===== src/hdl/mcd_pkg.sv =====
/*
  constants, encodings and register layout for the mode control and map decode block.
  assumes a 50 MHz bus clock and an 8-bit register port addressed by block offset.
*/
package mcd_pkg;
  // register offsets inside the register block
  localparam logic [9:0] MODE_OFFSET = 10'h00b;
  localparam logic [9:0] RAM_MAP_OFFSET = 10'h010;
  localparam logic [9:0] REG_MAP_OFFSET = 10'h011;
  localparam logic [9:0] EE_MAP_OFFSET = 10'h012;
  // operating mode control bit positions
  localparam int SPECIAL_BIT = 7;
  localparam int MSEL_HI_BIT = 6;
  localparam int MSEL_LO_BIT = 5;
  localparam int STRETCH_BIT = 4;
  localparam int VIS_BIT = 3;
  localparam int WAIT_STOP_BIT = 2;
  localparam int EMU_K_BIT = 1;
  localparam int EMU_E_BIT = 0;
  // option reset values {stretch, visibility, wait stop, emulate k, emulate e}
  localparam logic [4:0] SPECIAL_OPTS_RESET = 5'h1b;
  localparam logic [4:0] NORMAL_OPTS_RESET = 5'h10;
  // mapping register fields and reset values
  localparam logic [4:0] REG_BASE_RESET = 5'h00;
  localparam logic [2:0] RAM_BASE_RESET = 3'h1;
  localparam logic [3:0] EE_BASE_RESET = 4'h0;
  localparam logic EE_ON_RESET = 1'b1;
  // debug window and flash windows
  localparam logic [15:0] DEBUG_ROM_LO = 16'hff20;
  localparam logic [15:0] DEBUG_REG_LO = 16'hff00;
  localparam logic [15:0] DEBUG_REG_HI = 16'hff06;
  localparam logic [1:0] FLASH_LOW_WIN = 2'h1;
  localparam logic [1:0] FLASH_PAGE_WIN = 2'h2;
  localparam logic [1:0] FLASH_HIGH_WIN = 2'h3;
  localparam logic [1:0] FIXED_ARRAY = 2'h3;
  // external bus shutdown delay in wait mode
  localparam int CLOCK_PERIOD_NS = 20;
  localparam int WAIT_SHUTDOWN_NS = 80;
  localparam logic [3:0] WAIT_SHUTDOWN_CYCLES = 4'((WAIT_SHUTDOWN_NS + CLOCK_PERIOD_NS - 1) / CLOCK_PERIOD_NS);
  // mode select encodings
  typedef enum logic [1:0] {
    MSEL_SINGLE = 2'b00,
    MSEL_NARROW = 2'b01,
    MSEL_PERIPH = 2'b10,
    MSEL_WIDE = 2'b11
  } mcd_msel_t;
  // decoded resource of the current address
  typedef enum logic [2:0] {
    REGION_NONE = 3'b000,
    REGION_DEBUG_ROM = 3'b001,
    REGION_DEBUG_REGS = 3'b010,
    REGION_REGS = 3'b011,
    REGION_RAM = 3'b100,
    REGION_EEPROM = 3'b101,
    REGION_FLASH = 3'b110,
    REGION_EXTERNAL = 3'b111
  } mcd_region_t;
  // external cycle sequencer states
  typedef enum logic [1:0] {
    SEQ_IDLE = 2'b00,
    SEQ_FIRST = 2'b01,
    SEQ_LAST = 2'b10
  } mcd_seq_t;
endpackage


===== src/hdl/mcd_mode_ctrl.sv =====
/*
  operating mode control: reset-time mode capture, mode and mapping registers,
  e clock, visibility, wait shutdown, port emulation and debug state.
  assumes an 8-bit register port addressed by offset, synchronous pin inputs.
*/
//
// How it works
// - mode pins are latched into special and mode bits when reset releases.
// - single-chip modes drive no external bus; bus pins stay general I/O.
// - expanded wide uses ports A and B for multiplexed 16-bit data.
// - expanded narrow uses A and B for address, A alone for data.
// - narrow word transfers run upper byte then lower byte at incremented address.
// - peripheral mode holds the processor; only reset enters or leaves it.
// - mode register is unmapped while in peripheral mode.
// - special bit readable outside peripheral mode; writable in special modes except first write.
// - mode pair: once in normal, all but first in special, never peripheral.
// - stretch off: e clock free runs; on: high external, low hidden internal.
// - stretch forced on when expanded; else once normal, anytime special.
// - visibility shows internal cycles externally, wide in special narrow, never single-chip.
// - visibility bit: once in normal, all but first in special.
// - wait stop shuts external bus after a delay; writable only normal.
// - port k emulation drops its registers when expanded or peripheral.
// - port k emulation bit: once in normal, all but first in special.
// - register, ram and eeprom base fields write once in normal modes; eeprom enable bit anytime.
// - mapping writes take effect by the second cycle after the write.
// - decode order: debug rom, registers, ram, eeprom, flash, external.
// - special single-chip starts debug enabled and active; else enable first.
// - enabled debug is entered by serial command or enter-debug instruction.
// - active debug maps rom at ff20-ffff, registers ff00-ff06, hides user.
// - fixed flash at 4000-7fff and c000-ffff; paged window at 8000-bfff.
`timescale 1ns/100ps
module mcd_mode_ctrl (
  input wire logic clock,
  input wire logic rst,
  input wire logic debug_pin,
  input wire logic mode_select_hi_pin,
  input wire logic mode_select_lo_pin,
  input wire logic [9:0] reg_offset,
  input wire logic reg_wr,
  input wire logic reg_rd,
  input wire logic [7:0] reg_wdata,
  output logic [7:0] reg_rdata,
  input wire logic [15:0] cpu_addr,
  input wire logic cpu_access,
  input wire logic cpu_word,
  input wire logic [2:0] page_index,
  input wire logic cpu_wait,
  input wire logic debug_enable_cmd,
  input wire logic debug_serial_enter,
  input wire logic enter_debug_instruction,
  input wire logic debug_exit,
  output mcd_pkg::mcd_region_t map_region,
  output logic [1:0] flash_array,
  output logic map_valid,
  output logic [15:0] ext_addr,
  output logic ext_strobe,
  output logic ext_lane_hi,
  output logic ext_done,
  output logic ext_busy,
  output logic e_clock,
  output logic ext_bus_enable,
  output logic port_b_data,
  output logic visible_cycle,
  output logic port_k_mapped,
  output logic port_e_mapped,
  output logic processor_hold,
  output logic debug_enabled,
  output logic debug_active
);
  logic mode_latched;
  logic special_select_low;
  logic [1:0] mode_select;
  logic e_clock_stretch_enable_store;
  logic internal_bus_visibility;
  logic ext_bus_wait_stop;
  logic port_k_emulate;
  logic port_e_emulate;
  logic mode_written;
  logic [4:0] register_base_map;
  logic [2:0] ram_base_map;
  logic [3:0] eeprom_base_map;
  logic eeprom_on;
  logic reg_map_written;
  logic ram_map_written;
  logic ee_map_written;
  logic [3:0] wait_count;
  logic ext_bus_off;
  logic is_special;
  logic is_periph;
  logic single_chip;
  logic narrow;
  logic expanded;
  logic e_clock_stretch_enable;
  logic vis_on;
  logic mode_wr;
  logic special_later;
  logic normal_once;
  logic seq_start;
  logic [15:0] dec_addr;
  logic dec_word;
  logic [1:0] pin_msel;
  logic [1:0] wr_msel;

  // decoded mode
  assign is_special = !special_select_low;
  assign is_periph = mode_select == mcd_pkg::MSEL_PERIPH;
  assign single_chip = mode_select == mcd_pkg::MSEL_SINGLE;
  assign narrow = mode_select == mcd_pkg::MSEL_NARROW;
  assign expanded = narrow || mode_select == mcd_pkg::MSEL_WIDE;
  assign e_clock_stretch_enable = expanded || e_clock_stretch_enable_store;
  assign vis_on = internal_bus_visibility && !single_chip;
  assign pin_msel = {mode_select_hi_pin, mode_select_lo_pin};
  assign wr_msel = reg_wdata[mcd_pkg::MSEL_HI_BIT:mcd_pkg::MSEL_LO_BIT];

  // write permission classes for the mode register
  assign mode_wr = reg_wr && reg_offset == mcd_pkg::MODE_OFFSET && !is_periph && mode_latched;
  assign special_later = is_special && mode_written;
  assign normal_once = !is_special && !mode_written;

  // mode capture at reset release and guarded software writes
  always_ff @(posedge clock or posedge rst) begin
    if (rst) begin
      mode_latched <= 1'b0;
      special_select_low <= 1'b1;
      mode_select <= mcd_pkg::MSEL_SINGLE;
      {e_clock_stretch_enable_store, internal_bus_visibility, ext_bus_wait_stop, port_k_emulate, port_e_emulate} <=
        mcd_pkg::NORMAL_OPTS_RESET;
      mode_written <= 1'b0;
    end else if (!mode_latched) begin
      mode_latched <= 1'b1;
      if (debug_pin && pin_msel == mcd_pkg::MSEL_PERIPH) begin
        special_select_low <= 1'b0;
        mode_select <= mcd_pkg::MSEL_PERIPH;
      end else begin
        special_select_low <= debug_pin;
        mode_select <= pin_msel;
      end
      {e_clock_stretch_enable_store, internal_bus_visibility, ext_bus_wait_stop, port_k_emulate, port_e_emulate} <=
        (debug_pin && pin_msel != mcd_pkg::MSEL_PERIPH) ? mcd_pkg::NORMAL_OPTS_RESET : mcd_pkg::SPECIAL_OPTS_RESET;
    end else if (mode_wr) begin
      mode_written <= 1'b1;
      if (special_later) begin
        special_select_low <= reg_wdata[mcd_pkg::SPECIAL_BIT];
      end
      if ((special_later || normal_once) && wr_msel != mcd_pkg::MSEL_PERIPH) begin
        mode_select <= wr_msel;
      end
      if (is_special || normal_once) begin
        e_clock_stretch_enable_store <= reg_wdata[mcd_pkg::STRETCH_BIT];
      end
      if (special_later || normal_once) begin
        internal_bus_visibility <= reg_wdata[mcd_pkg::VIS_BIT];
        port_k_emulate <= reg_wdata[mcd_pkg::EMU_K_BIT];
        port_e_emulate <= reg_wdata[mcd_pkg::EMU_E_BIT];
      end
      if (!is_special) begin
        ext_bus_wait_stop <= reg_wdata[mcd_pkg::WAIT_STOP_BIT];
      end
    end
  end

  // mapping base fields: write once in normal modes, anytime in special; eeprom enable anytime
  always_ff @(posedge clock or posedge rst) begin
    if (rst) begin
      register_base_map <= mcd_pkg::REG_BASE_RESET;
      ram_base_map <= mcd_pkg::RAM_BASE_RESET;
      eeprom_base_map <= mcd_pkg::EE_BASE_RESET;
      eeprom_on <= mcd_pkg::EE_ON_RESET;
      reg_map_written <= 1'b0;
      ram_map_written <= 1'b0;
      ee_map_written <= 1'b0;
    end else if (reg_wr && mode_latched) begin
      if (reg_offset == mcd_pkg::REG_MAP_OFFSET) begin
        reg_map_written <= 1'b1;
        if (is_special || !reg_map_written) begin
          register_base_map <= reg_wdata[7:3];
        end
      end
      if (reg_offset == mcd_pkg::RAM_MAP_OFFSET) begin
        ram_map_written <= 1'b1;
        if (is_special || !ram_map_written) begin
          ram_base_map <= reg_wdata[7:5];
        end
      end
      if (reg_offset == mcd_pkg::EE_MAP_OFFSET) begin
        ee_map_written <= 1'b1;
        if (is_special || !ee_map_written) begin
          eeprom_base_map <= reg_wdata[7:4];
        end
        eeprom_on <= reg_wdata[0] || single_chip;
      end
    end else if (single_chip) begin
      eeprom_on <= 1'b1;
    end
  end

  // register read port, one cycle latency
  always_ff @(posedge clock or posedge rst) begin
    if (rst) begin
      reg_rdata <= 8'h00;
    end else if (reg_rd) begin
      case (reg_offset)
        mcd_pkg::MODE_OFFSET: reg_rdata <= is_periph ? 8'h00 : {special_select_low, mode_select,
          e_clock_stretch_enable, internal_bus_visibility, ext_bus_wait_stop, port_k_emulate, port_e_emulate};
        mcd_pkg::REG_MAP_OFFSET: reg_rdata <= {register_base_map, 3'h0};
        mcd_pkg::RAM_MAP_OFFSET: reg_rdata <= {ram_base_map, 5'h00};
        mcd_pkg::EE_MAP_OFFSET: reg_rdata <= {eeprom_base_map, 3'h0, eeprom_on};
        default: reg_rdata <= 8'h00;
      endcase
    end
  end

  // debug enable and activation
  always_ff @(posedge clock or posedge rst) begin
    if (rst) begin
      debug_enabled <= 1'b0;
      debug_active <= 1'b0;
    end else if (!mode_latched) begin
      debug_enabled <= !debug_pin && pin_msel == mcd_pkg::MSEL_SINGLE;
      debug_active <= !debug_pin && pin_msel == mcd_pkg::MSEL_SINGLE;
    end else begin
      if (debug_enable_cmd && !is_periph) begin
        debug_enabled <= 1'b1;
      end
      if (debug_exit) begin
        debug_active <= 1'b0;
      end else if (debug_enabled && !is_periph && (debug_serial_enter || enter_debug_instruction)) begin
        debug_active <= 1'b1;
      end
    end
  end

  // wait mode shutdown of the external bus after a settling delay
  always_ff @(posedge clock or posedge rst) begin
    if (rst) begin
      wait_count <= 4'h0;
      ext_bus_off <= 1'b0;
    end else if (ext_bus_wait_stop && cpu_wait && !ext_busy) begin
      if (wait_count == mcd_pkg::WAIT_SHUTDOWN_CYCLES) begin
        ext_bus_off <= 1'b1;
      end else begin
        wait_count <= wait_count + 4'h1;
      end
    end else begin
      wait_count <= 4'h0;
      ext_bus_off <= 1'b0;
    end
  end

  // port roles, mapping of emulated ports and processor hold
  always_ff @(posedge clock or posedge rst) begin
    if (rst) begin
      ext_bus_enable <= 1'b0;
      port_b_data <= 1'b0;
      port_k_mapped <= 1'b1;
      port_e_mapped <= 1'b1;
      processor_hold <= 1'b0;
    end else begin
      ext_bus_enable <= (expanded || is_periph) && !ext_bus_off;
      port_b_data <= mode_select == mcd_pkg::MSEL_WIDE || is_periph || (narrow && vis_on && is_special);
      port_k_mapped <= single_chip || !port_k_emulate;
      port_e_mapped <= single_chip || !port_e_emulate;
      processor_hold <= is_periph && mode_latched;
    end
  end

  // e clock and visible internal cycles
  always_ff @(posedge clock or posedge rst) begin
    if (rst) begin
      e_clock <= 1'b0;
      visible_cycle <= 1'b0;
    end else begin
      visible_cycle <= map_valid && vis_on && map_region != mcd_pkg::REGION_EXTERNAL;
      if (!e_clock_stretch_enable) begin
        e_clock <= !e_clock;
      end else begin
        e_clock <= ext_busy || (visible_cycle && !e_clock);
      end
    end
  end

  assign seq_start = map_valid && map_region == mcd_pkg::REGION_EXTERNAL && ext_bus_enable && !ext_busy;

  mcd_map_decode u_decode (
    .clock(clock),
    .rst(rst),
    .addr(cpu_addr),
    .word(cpu_word),
    .access(cpu_access && !processor_hold),
    .debug_active(debug_active),
    .expanded(expanded),
    .reg_base(register_base_map),
    .ram_base(ram_base_map),
    .ee_base(eeprom_base_map),
    .ee_on(eeprom_on),
    .page_index(page_index),
    .region(map_region),
    .flash_array(flash_array),
    .addr_q(dec_addr),
    .word_q(dec_word),
    .valid(map_valid)
  );

  mcd_ext_seq u_seq (
    .clock(clock),
    .rst(rst),
    .start(seq_start),
    .addr(dec_addr),
    .word(dec_word),
    .narrow(narrow),
    .bus_addr(ext_addr),
    .lane_hi(ext_lane_hi),
    .strobe(ext_strobe),
    .done(ext_done),
    .busy(ext_busy)
  );
endmodule


===== src/hdl/mcd_map_decode.sv =====
/*
  internal address map decoder with fixed precedence, registered outputs.
  assumes mapping values and debug state come from the mode control block.
*/
`timescale 1ns/100ps
module mcd_map_decode (
  input wire logic clock,
  input wire logic rst,
  input wire logic [15:0] addr,
  input wire logic word,
  input wire logic access,
  input wire logic debug_active,
  input wire logic expanded,
  input wire logic [4:0] reg_base,
  input wire logic [2:0] ram_base,
  input wire logic [3:0] ee_base,
  input wire logic ee_on,
  input wire logic [2:0] page_index,
  output mcd_pkg::mcd_region_t region,
  output logic [1:0] flash_array,
  output logic [15:0] addr_q,
  output logic word_q,
  output logic valid
);
  mcd_pkg::mcd_region_t next_region;
  logic [1:0] next_array;

  // precedence chain: debug, registers, ram, eeprom, flash, external
  always_comb begin
    next_array = mcd_pkg::FIXED_ARRAY;
    if (debug_active && addr >= mcd_pkg::DEBUG_ROM_LO) begin
      next_region = mcd_pkg::REGION_DEBUG_ROM;
    end else if (debug_active && addr >= mcd_pkg::DEBUG_REG_LO && addr <= mcd_pkg::DEBUG_REG_HI) begin
      next_region = mcd_pkg::REGION_DEBUG_REGS;
    end else if (debug_active && addr >= mcd_pkg::DEBUG_REG_LO) begin
      next_region = mcd_pkg::REGION_NONE;
    end else if (addr[15:11] == reg_base && !addr[10]) begin
      next_region = mcd_pkg::REGION_REGS;
    end else if (addr[15:13] == ram_base) begin
      next_region = mcd_pkg::REGION_RAM;
    end else if (ee_on && addr[15:12] == ee_base && addr[11]) begin
      next_region = mcd_pkg::REGION_EEPROM;
    end else if (addr[15:14] != 2'h0) begin
      next_region = mcd_pkg::REGION_FLASH;
      if (addr[15:14] == mcd_pkg::FLASH_PAGE_WIN) begin
        next_array = page_index[2:1];
      end
    end else if (expanded) begin
      next_region = mcd_pkg::REGION_EXTERNAL;
    end else begin
      next_region = mcd_pkg::REGION_NONE;
    end
  end

  // one register stage so a mapping write shows in the second cycle
  always_ff @(posedge clock or posedge rst) begin
    if (rst) begin
      region <= mcd_pkg::REGION_NONE;
      flash_array <= 2'h0;
      addr_q <= 16'h0000;
      word_q <= 1'b0;
      valid <= 1'b0;
    end else begin
      region <= next_region;
      flash_array <= next_array;
      addr_q <= addr;
      word_q <= word;
      valid <= access;
    end
  end
endmodule


===== src/hdl/mcd_ext_seq.sv =====
/*
  external bus cycle sequencer: one cycle wide, two byte cycles for narrow words.
  assumes the requester holds off while busy is high.
*/
`timescale 1ns/100ps
module mcd_ext_seq (
  input wire logic clock,
  input wire logic rst,
  input wire logic start,
  input wire logic [15:0] addr,
  input wire logic word,
  input wire logic narrow,
  output logic [15:0] bus_addr,
  output logic lane_hi,
  output logic strobe,
  output logic done,
  output logic busy
);
  mcd_pkg::mcd_seq_t state;

  // narrow words go out upper byte first, then the next address
  always_ff @(posedge clock or posedge rst) begin
    if (rst) begin
      state <= mcd_pkg::SEQ_IDLE;
      bus_addr <= 16'h0000;
      lane_hi <= 1'b0;
      strobe <= 1'b0;
      done <= 1'b0;
      busy <= 1'b0;
    end else begin
      strobe <= 1'b0;
      done <= 1'b0;
      case (state)
        mcd_pkg::SEQ_IDLE: begin
          if (start) begin
            bus_addr <= addr;
            lane_hi <= !narrow || word || !addr[0];
            strobe <= 1'b1;
            busy <= 1'b1;
            state <= (narrow && word) ? mcd_pkg::SEQ_FIRST : mcd_pkg::SEQ_LAST;
          end
        end
        mcd_pkg::SEQ_FIRST: begin
          bus_addr <= bus_addr + 16'h0001;
          lane_hi <= 1'b0;
          strobe <= 1'b1;
          state <= mcd_pkg::SEQ_LAST;
        end
        mcd_pkg::SEQ_LAST: begin
          done <= 1'b1;
          busy <= 1'b0;
          state <= mcd_pkg::SEQ_IDLE;
        end
        default: begin
          state <= mcd_pkg::SEQ_IDLE;
          busy <= 1'b0;
        end
      endcase
    end
  end
endmodule


===== config.mk =====
export PLATFORM = sky130hd
export DESIGN_NAME = mcd_mode_ctrl
export DESIGN_NICKNAME = d
export VERILOG_FILES = /design/src/hdl/mcd_pkg.sv /design/src/hdl/mcd_mode_ctrl.sv /design/src/hdl/mcd_map_decode.sv /design/src/hdl/mcd_ext_seq.sv
export SDC_FILE = /design/constraint.sdc
export NUM_CORES = 1
export LEC_CHECK = 0
export ABC_AREA = 1
export BUFFER_PORTS_ARGS = -buffer_cell sky130_fd_sc_hd__buf_4
export CORE_MARGIN = 4
export CORE_UTILIZATION = 50
export CTS_CLUSTER_SIZE = 40
export DETAILED_ROUTE_END_ITERATION = 10
export PLACE_DENSITY = 0.85
export SYNTH_ARGS = -nofsm -noshare
export SYNTH_HDL_FRONTEND = slang
export SYNTH_HIERARCHICAL = 1
export SYNTH_SLANG_ARGS = --single-unit

===== constraint.sdc =====
create_clock -name clock -period 1.56 [get_ports clock]
set_input_delay 0.468 -clock clock [delete_from_list [all_inputs] [get_ports clock]]
set_output_delay 0.468 -clock clock [all_outputs]
set_load 0.1 [all_outputs]

==> impl_results.md, run 1 <==
* Min cycle time layout at 1.58 ns
* Most numerous cell in the Yosys netlist: nand2_1
* CP Cell Sequence: buf_12
* Post-Syn Area at 0.00482 mm²
* DRT iter0 DRCs at 169
* Die width at 106 µm
* Fin. Hold Viols at 0
* Unrepaired setup endpoints after global routing: true
* CP max stage cell: dfstp_2
* Top achievable clock speed at 633 MHz
* CP peak stage delay at 0.56 ns
* Largest net degree at the start of global routing at 49
* GP Congestion at 0.862
* DP Area at 0.00587 mm²
* Worst skew pair latency at 0.37 ns
* GRT Resource Usage Total at 0.225
* Synth cell count leaders: nand2_1, dfrtp_1, nor2_1
* Number of max-cap violations at 0
* Core area at 0.00933 mm²
* Status: complete, but fails checks
* Post-synthesis register bit count at 93
* Fin crit share at 1.01
* Setup TNS Final at -0.0266 ns
* First-pass GRT wire length at 20300 µm
* Avg WL per Cell at 14.1 µm
* Leak at 2.98 nW
* Pins Over Slew Limit at 0
* Chip height at 106 µm
* Dpl ws at -0.0331 ns
* DRT Pass-1 Iters at 4
* Antenna fix cells at 0
* GRT overflow at 0
* Post-synth EDFFs at 0
* Crit-path leading delay family: flip-flops
* Drc violations at 0
* Register area share after synthesis at 0.484
* Antenna viol nets, final at 0
* Placed Instances at 845
* Top Ports at 94
* CTS max path bufs at 2
* Max IR drop VDD at 0.000903 V
* Warnings, synthesis at 6
* Mean post-synth cell area at 7.87 µm²
* Share of Yosys cell area claimed by the top area cell type at 0.451
* Crit Path Class: reg -> out
* # rows at 35
* Worst-path clk slew at 0.10 ns
* Syn_nets at 669
* Cells after Synth at 613
* Vias at 4406
* Core Util, Final at 0.666
* Synth area leaders: dfrtp_1, nand2_1, nand3_1, nor2_1, inv_1
* Initial antenna violation count at 0
* Grt met1 use at 0.280
* Final WL at 12100 µm
* Fraction of layout cells with a size suffix above 1 at 0.299
* Area leader, netlist: dfrtp_1
* Worst hold margin at 0.157 ns
* Initial Utilization at 0.517
* Fin nets at 784
* Clock skew at 0.0120 ns
* Port Buffers at 92
* Die ar. at 0.0113 mm²
* Vias/cell at 5.11
* H-tree levels at 3
* WP buf/inv at 1
* Synth cell types at 38
* Non-Filler Instances at 862
* Crit end category: output port
* Syn-to-layout area delta at 28.8%
* Grt peak-use layer: met2
* CP Data Required Time at 1.09 ns
* Global Route met3 Usage at 0.0304
* Finished Cell Area at 0.00621 mm²
* Hpwl dp at 9600 µm
* Min setup slack post-route at -0.0199 ns
* Failing checks: setup timing
* Worst EP arrival at 1.11 ns
* Final total power at 8.42 mW
* Pwr per Cell Area at 1360 mW/mm²
* Clock root cell: clkbuf_8
* Worst setup SP type: flip-flop
* Top_reg_cell synth: dfrtp_1
* Number of buffers created by CTS at 9
* Max FO, Critical Path at 1
* GRT met2 Usage at 0.400
* Async set or reset register ratio after synthesis at 1.00
* CTS tree: built
* Final setup vio count at 2
* Number of global-route vias before repair at 4281
* Hold crit path type: in -> async
* Clk sink count at 93
## layout make-up
| class | count | area, µm² |
|---|---|---|
| multi-input cells | 430 | 2170 |
| flip-flops and latches | 93 | 2380 |
| inverters | 81 | 310 |
| fillers | 751 | 3120 |
| well taps | 129 | 161 |
| repair buffers | 113 | 1010 |
| clock buffers | 11 | 141 |
| clock inverters | 5 | 42.5 |
## registers in the layout, indices dropped and copies added (netlist names), 2 cells and up
signal / cells
register_base_map: 5
wait_count: 4
u_decode/region: 3
u_seq/bus_addr: 16
u_seq/state: 2
u_decode/flash_array: 2
mode_select: 2
eeprom_base_map: 4
reg_rdata: 8
u_decode/addr_q: 16
ram_base_map: 3
## cells in the final DEF, fill, tap and decap left out, drive strengths merged
master / n
nand3: 58
nor2: 86
o21ai: 33
a21o: 1
nor3: 12
nand4: 10
xnor2: 4
or2: 3
clkinv: 2
buf: 113
o211ai: 9
o22ai: 1
o21bai: 6
clkbuf: 11
clkinvlp: 2
nand2: 180
nor3b: 1
inv: 82
dfstp: 6
xor2: 1
a21oi: 16
ha: 5
conb: 1
a31o: 1
nand3b: 2
dfrtp: 87
## logic make-up after synthesis
family	Yosys count	share of synthesized area
simple gates	352	0.335
xor+xnor	5	0.00908
fa+ha+maj	5	0.0130
compound gates	67	0.0838
other cells	1	0.000778
buf+inv	90	0.0739
flops	93	0.484
## power by group
group	internal, mW	leakage, nW	total [mW]	switching [mW]
combinational	0.976	1.75	3.69	2.71
sequential	2.80	1.15	3.22	0.418
clock	0.641	0.0905	1.51	0.873
## per-layer routing
metal	part of all wire	routed length, µm
met4	0.018	214
met1	0.41	4960
met5	0	0
met3	0.057	687
met2	0.52	6280
## final timing paths
check	start	endpoint	slack [ns]	cells past startpoint
setup / recovery	port_e_mapped	port_e_mapped	-0.02	1
hold / removal	rst	u_seq/busy	0.16	3
setup reg to reg	u_seq/bus_addr[1]	u_seq/bus_addr[12]	0.11	8
hold reg to reg	processor_hold	u_decode/valid	0.45	1
max in group asynchronous	rst	ram_base_map[0]	1.11	3
min in group clock	cpu_word	u_decode/word_q	0.21	1
## repair_timing
| item | 4_1_cts | 5_1_grt |
|---|---|---|
| hold buffers | 0 | 0 |
| pin swaps | 0 | 2 |
| resized for setup | 25 | 16 |
| setup endpoints to repair | 18 | 22 |
| buffers inserted | 1 | 0 |
Note: power is estimated with default switching activity, not from simulation.
==> run 2: changes to the inputs <==
--- a/config.mk
+++ b/config.mk
@@ -8,10 +8,11 @@
 export ABC_AREA = 1
 export BUFFER_PORTS_ARGS = -buffer_cell sky130_fd_sc_hd__buf_4
 export CORE_MARGIN = 4
-export CORE_UTILIZATION = 50
+export CORE_UTILIZATION = 55
 export CTS_CLUSTER_SIZE = 40
 export DETAILED_ROUTE_END_ITERATION = 10
-export PLACE_DENSITY = 0.85
+export GPL_TIMING_DRIVEN = 0
+export PLACE_DENSITY = 0.89
 export SYNTH_ARGS = -nofsm -noshare
 export SYNTH_HDL_FRONTEND = slang
 export SYNTH_HIERARCHICAL = 1
==> constraint.sdc (replaced) <==
create_clock -name clock -period 1.5 [get_ports clock]
set_input_delay 0.45 -clock clock [delete_from_list [all_inputs] [get_ports clock]]
set_output_delay 0.45 -clock clock [all_outputs]
set_load 0.1 [all_outputs]
==> run 2 against run 1 <==
Compared with the run above:
- the run still ends with setup timing left
- critical path depth stayed put
- clock power rose by 16%
- global-route usage rose by 4.3 points
- final cell count fell by 1.9%
- first-iteration DRC count increased by 120%
- critical path type unchanged
- largest power group unchanged
==> impl_results.md, run 2 (synthesis gave the netlist of run 1 again) <==
* Max FO, Critical Path at 1 (unchanged)
* Largest net degree at the start of global routing at 49 (unchanged)
* DP Area at 0.00575 mm² (-2.2%)
* Syn-to-layout area delta at 36.2%
* Vias/cell at 5.65 (+11%)
* Most frequent cells in the layout: nand2_1, buf_4, nor2_1, inv_1, dfrtp_1
* Clk sink count at 93 (unchanged)
* Number of fill cells at 507 (-32%)
* Leak at 3.09 nW (+3.6%)
* Hold crit path type: in -> reg
* CTS max path bufs at 2 (unchanged)
* Global Route met3 Usage at 0.0537 (+0.0234)
* Die width at 102 µm (-4.3%)
* Top Ports at 94 (unchanged)
* Vias at 4780 (+8.5%)
* Slew @ Worst Pin at 1.02 ns
* Clock root cell: clkbuf_8
* WP buf/inv at 1 (unchanged)
* Fraction of layout cells with a size suffix above 1 at 0.323 (+0.0238)
* Crit-path leading delay family: flip-flops
* GRT met2 Usage at 0.472 (+0.0728)
* CP Data Required Time at 1.05 ns (-0.04 ns)
* Top Registers: u_decode/addr_q (16), u_seq/bus_addr (16), reg_rdata (8)
* H-tree levels at 3 (unchanged)
* CP Cell Sequence: buf_12
* GRT overflow at 0 (unchanged)
* Clock skew at 0.00986 ns (-0.00213 ns)
* Worst skew pair latency at 0.36 ns (about the same)
* CP peak stage delay at 0.56 ns (about the same)
* Chip height at 102 µm (-4.3%)
* Antenna fix cells at 0 (unchanged)
* Min setup slack post-route at -0.0421 ns (-0.0222 ns)
* Worst-path clk slew at 0.10 ns (about the same)
* Fin crit share at 1.03
* Core area at 0.00838 mm² (-10%)
* Grt peak-use layer: met2
* Die ar. at 0.0103 mm² (-8.4%)
* Worst EP arrival at 1.09 ns (-0.02 ns)
* Hpwl dp at 9610 µm (about the same)
* Final WL at 13900 µm (+15%)
* Worst setup SP type: flip-flop
* Status: complete, but fails checks
* Finished Cell Area at 0.00657 mm² (+5.7%)
* DRT Pass-1 Iters at 7 (+3)
* Fin nets at 792 (+1.0%)
* Avg WL per Cell at 16.5 µm (+17%)
* Min cycle time layout at 1.54 ns
* First-pass GRT wire length at 21800 µm (+7.2%)
* Pwr per Cell Area at 1500 mW/mm² (+11%)
* # rows at 33 (-5.7%)
* Number of buffers created by CTS at 9 (unchanged)
* Unrepaired setup endpoints after global routing: true
* Failing checks: setup timing
* Worst hold margin at 0.187 ns (+0.0295 ns)
* Top achievable clock speed at 648 MHz
* Initial antenna violation count at 0 (unchanged)
* Port Buffers at 91 (-1.1%)
* Crit end category: output port
* Slew headroom at 0.317
* Number of max-cap violations at 0 (unchanged)
* GRT Resource Usage Total at 0.268 (+0.0430)
* Initial Utilization at 0.575 (+0.0583)
* CP max stage cell: dfstp_2
* Number of global-route vias before repair at 4772 (+11%)
* Antenna viol nets, final at 0 (unchanged)
* DRT iter0 DRCs at 366 (+120%)
* Grt met1 use at 0.311 (+0.0304)
* Drc violations at 0 (unchanged)
* Area of the multi-input gates at 0.00226 mm² (+4.5%)
* Final setup vio count at 11 (+9)
* Storage cell area at 0.00240 mm² (+0.79%)
* CTS tree: built
* Fin. Hold Viols at 0 (unchanged)
* Crit Path Class: reg -> out
* Pins Over Slew Limit at 0 (unchanged)
* Commonest non-fill, non-tap cell in the layout: nand2_1
* Max IR drop VDD at 0.00107 V (+19%)
* Setup TNS Final at -0.178 ns (-0.151 ns)
* GP Congestion at 0.912 (+5.8%)
[run 2: layer usage]
| metal | wire (µm) | share of wire | vias to the layer above |
|---|---|---|---|
| met5 | 0 | 0 | - |
| met4 | 699 | 0.050 | 0 |
| met3 | 1140 | 0.082 | 79 |
| met2 | 7110 | 0.51 | 281 |
| met1 | 4980 | 0.36 | 2224 |
| li1 | - | - | 2196 |
[run 2: path summary, 6_finish.rpt]
path,slack [ns],start,cells after the start,to
setup / recovery,-0.04,port_e_mapped,1,port_e_mapped
hold / removal,0.19,cpu_word,1,u_decode/word_q
setup reg to reg,0.01,u_seq/busy,8,u_seq/bus_addr[6]
hold reg to reg,0.45,ext_bus_off,1,ext_bus_enable
max in group asynchronous,0.55,rst,2,ext_bus_enable
min in group asynchronous,0.30,rst,2,u_seq/lane_hi
[run 2: power by group]
| part | internal [mW] | switching (mW) | total [mW] |
|---|---|---|---|
| clock | 0.829 | 0.926 | 1.75 |
| sequential | 2.96 | 0.442 | 3.40 |
| combinational | 1.58 | 3.10 | 4.69 |
[run 2: layout make-up]
type / instances / area share
repair buffers: 112 / 0.181
multi-input cells: 430 / 0.345
plain buffers: 9 / 0.00857
flip-flops and latches: 93 / 0.366
well taps: 105 / 0.0200
inverters: 81 / 0.0484
clock inverters: 6 / 0.0105
clock buffers: 10 / 0.0210
[run 2: repair_timing]
item | CTS | global route
pin swaps | 3 | 14
cloned | 0 | 1
buffers inserted | 15 | 5
setup endpoints to repair | 43 | 55
resized for setup | 68 | 45
hold endpoints to repair | 0 | 0
hold buffers | 0 | 0
[run 2: metrics by stage]
step	power (mW)	instances	setup WS, ns	util
final	9.84	846	-0.0421	0.784
after global routing	10.2	846	-0.0811	0.784
after CTS	9.49	840	-0.0564	0.756
after detailed placement	6.99	809	-0.158	0.686
after global placement	6.90	809	-0.0949	0.686
after floorplan	6.11	613	-0.120	-
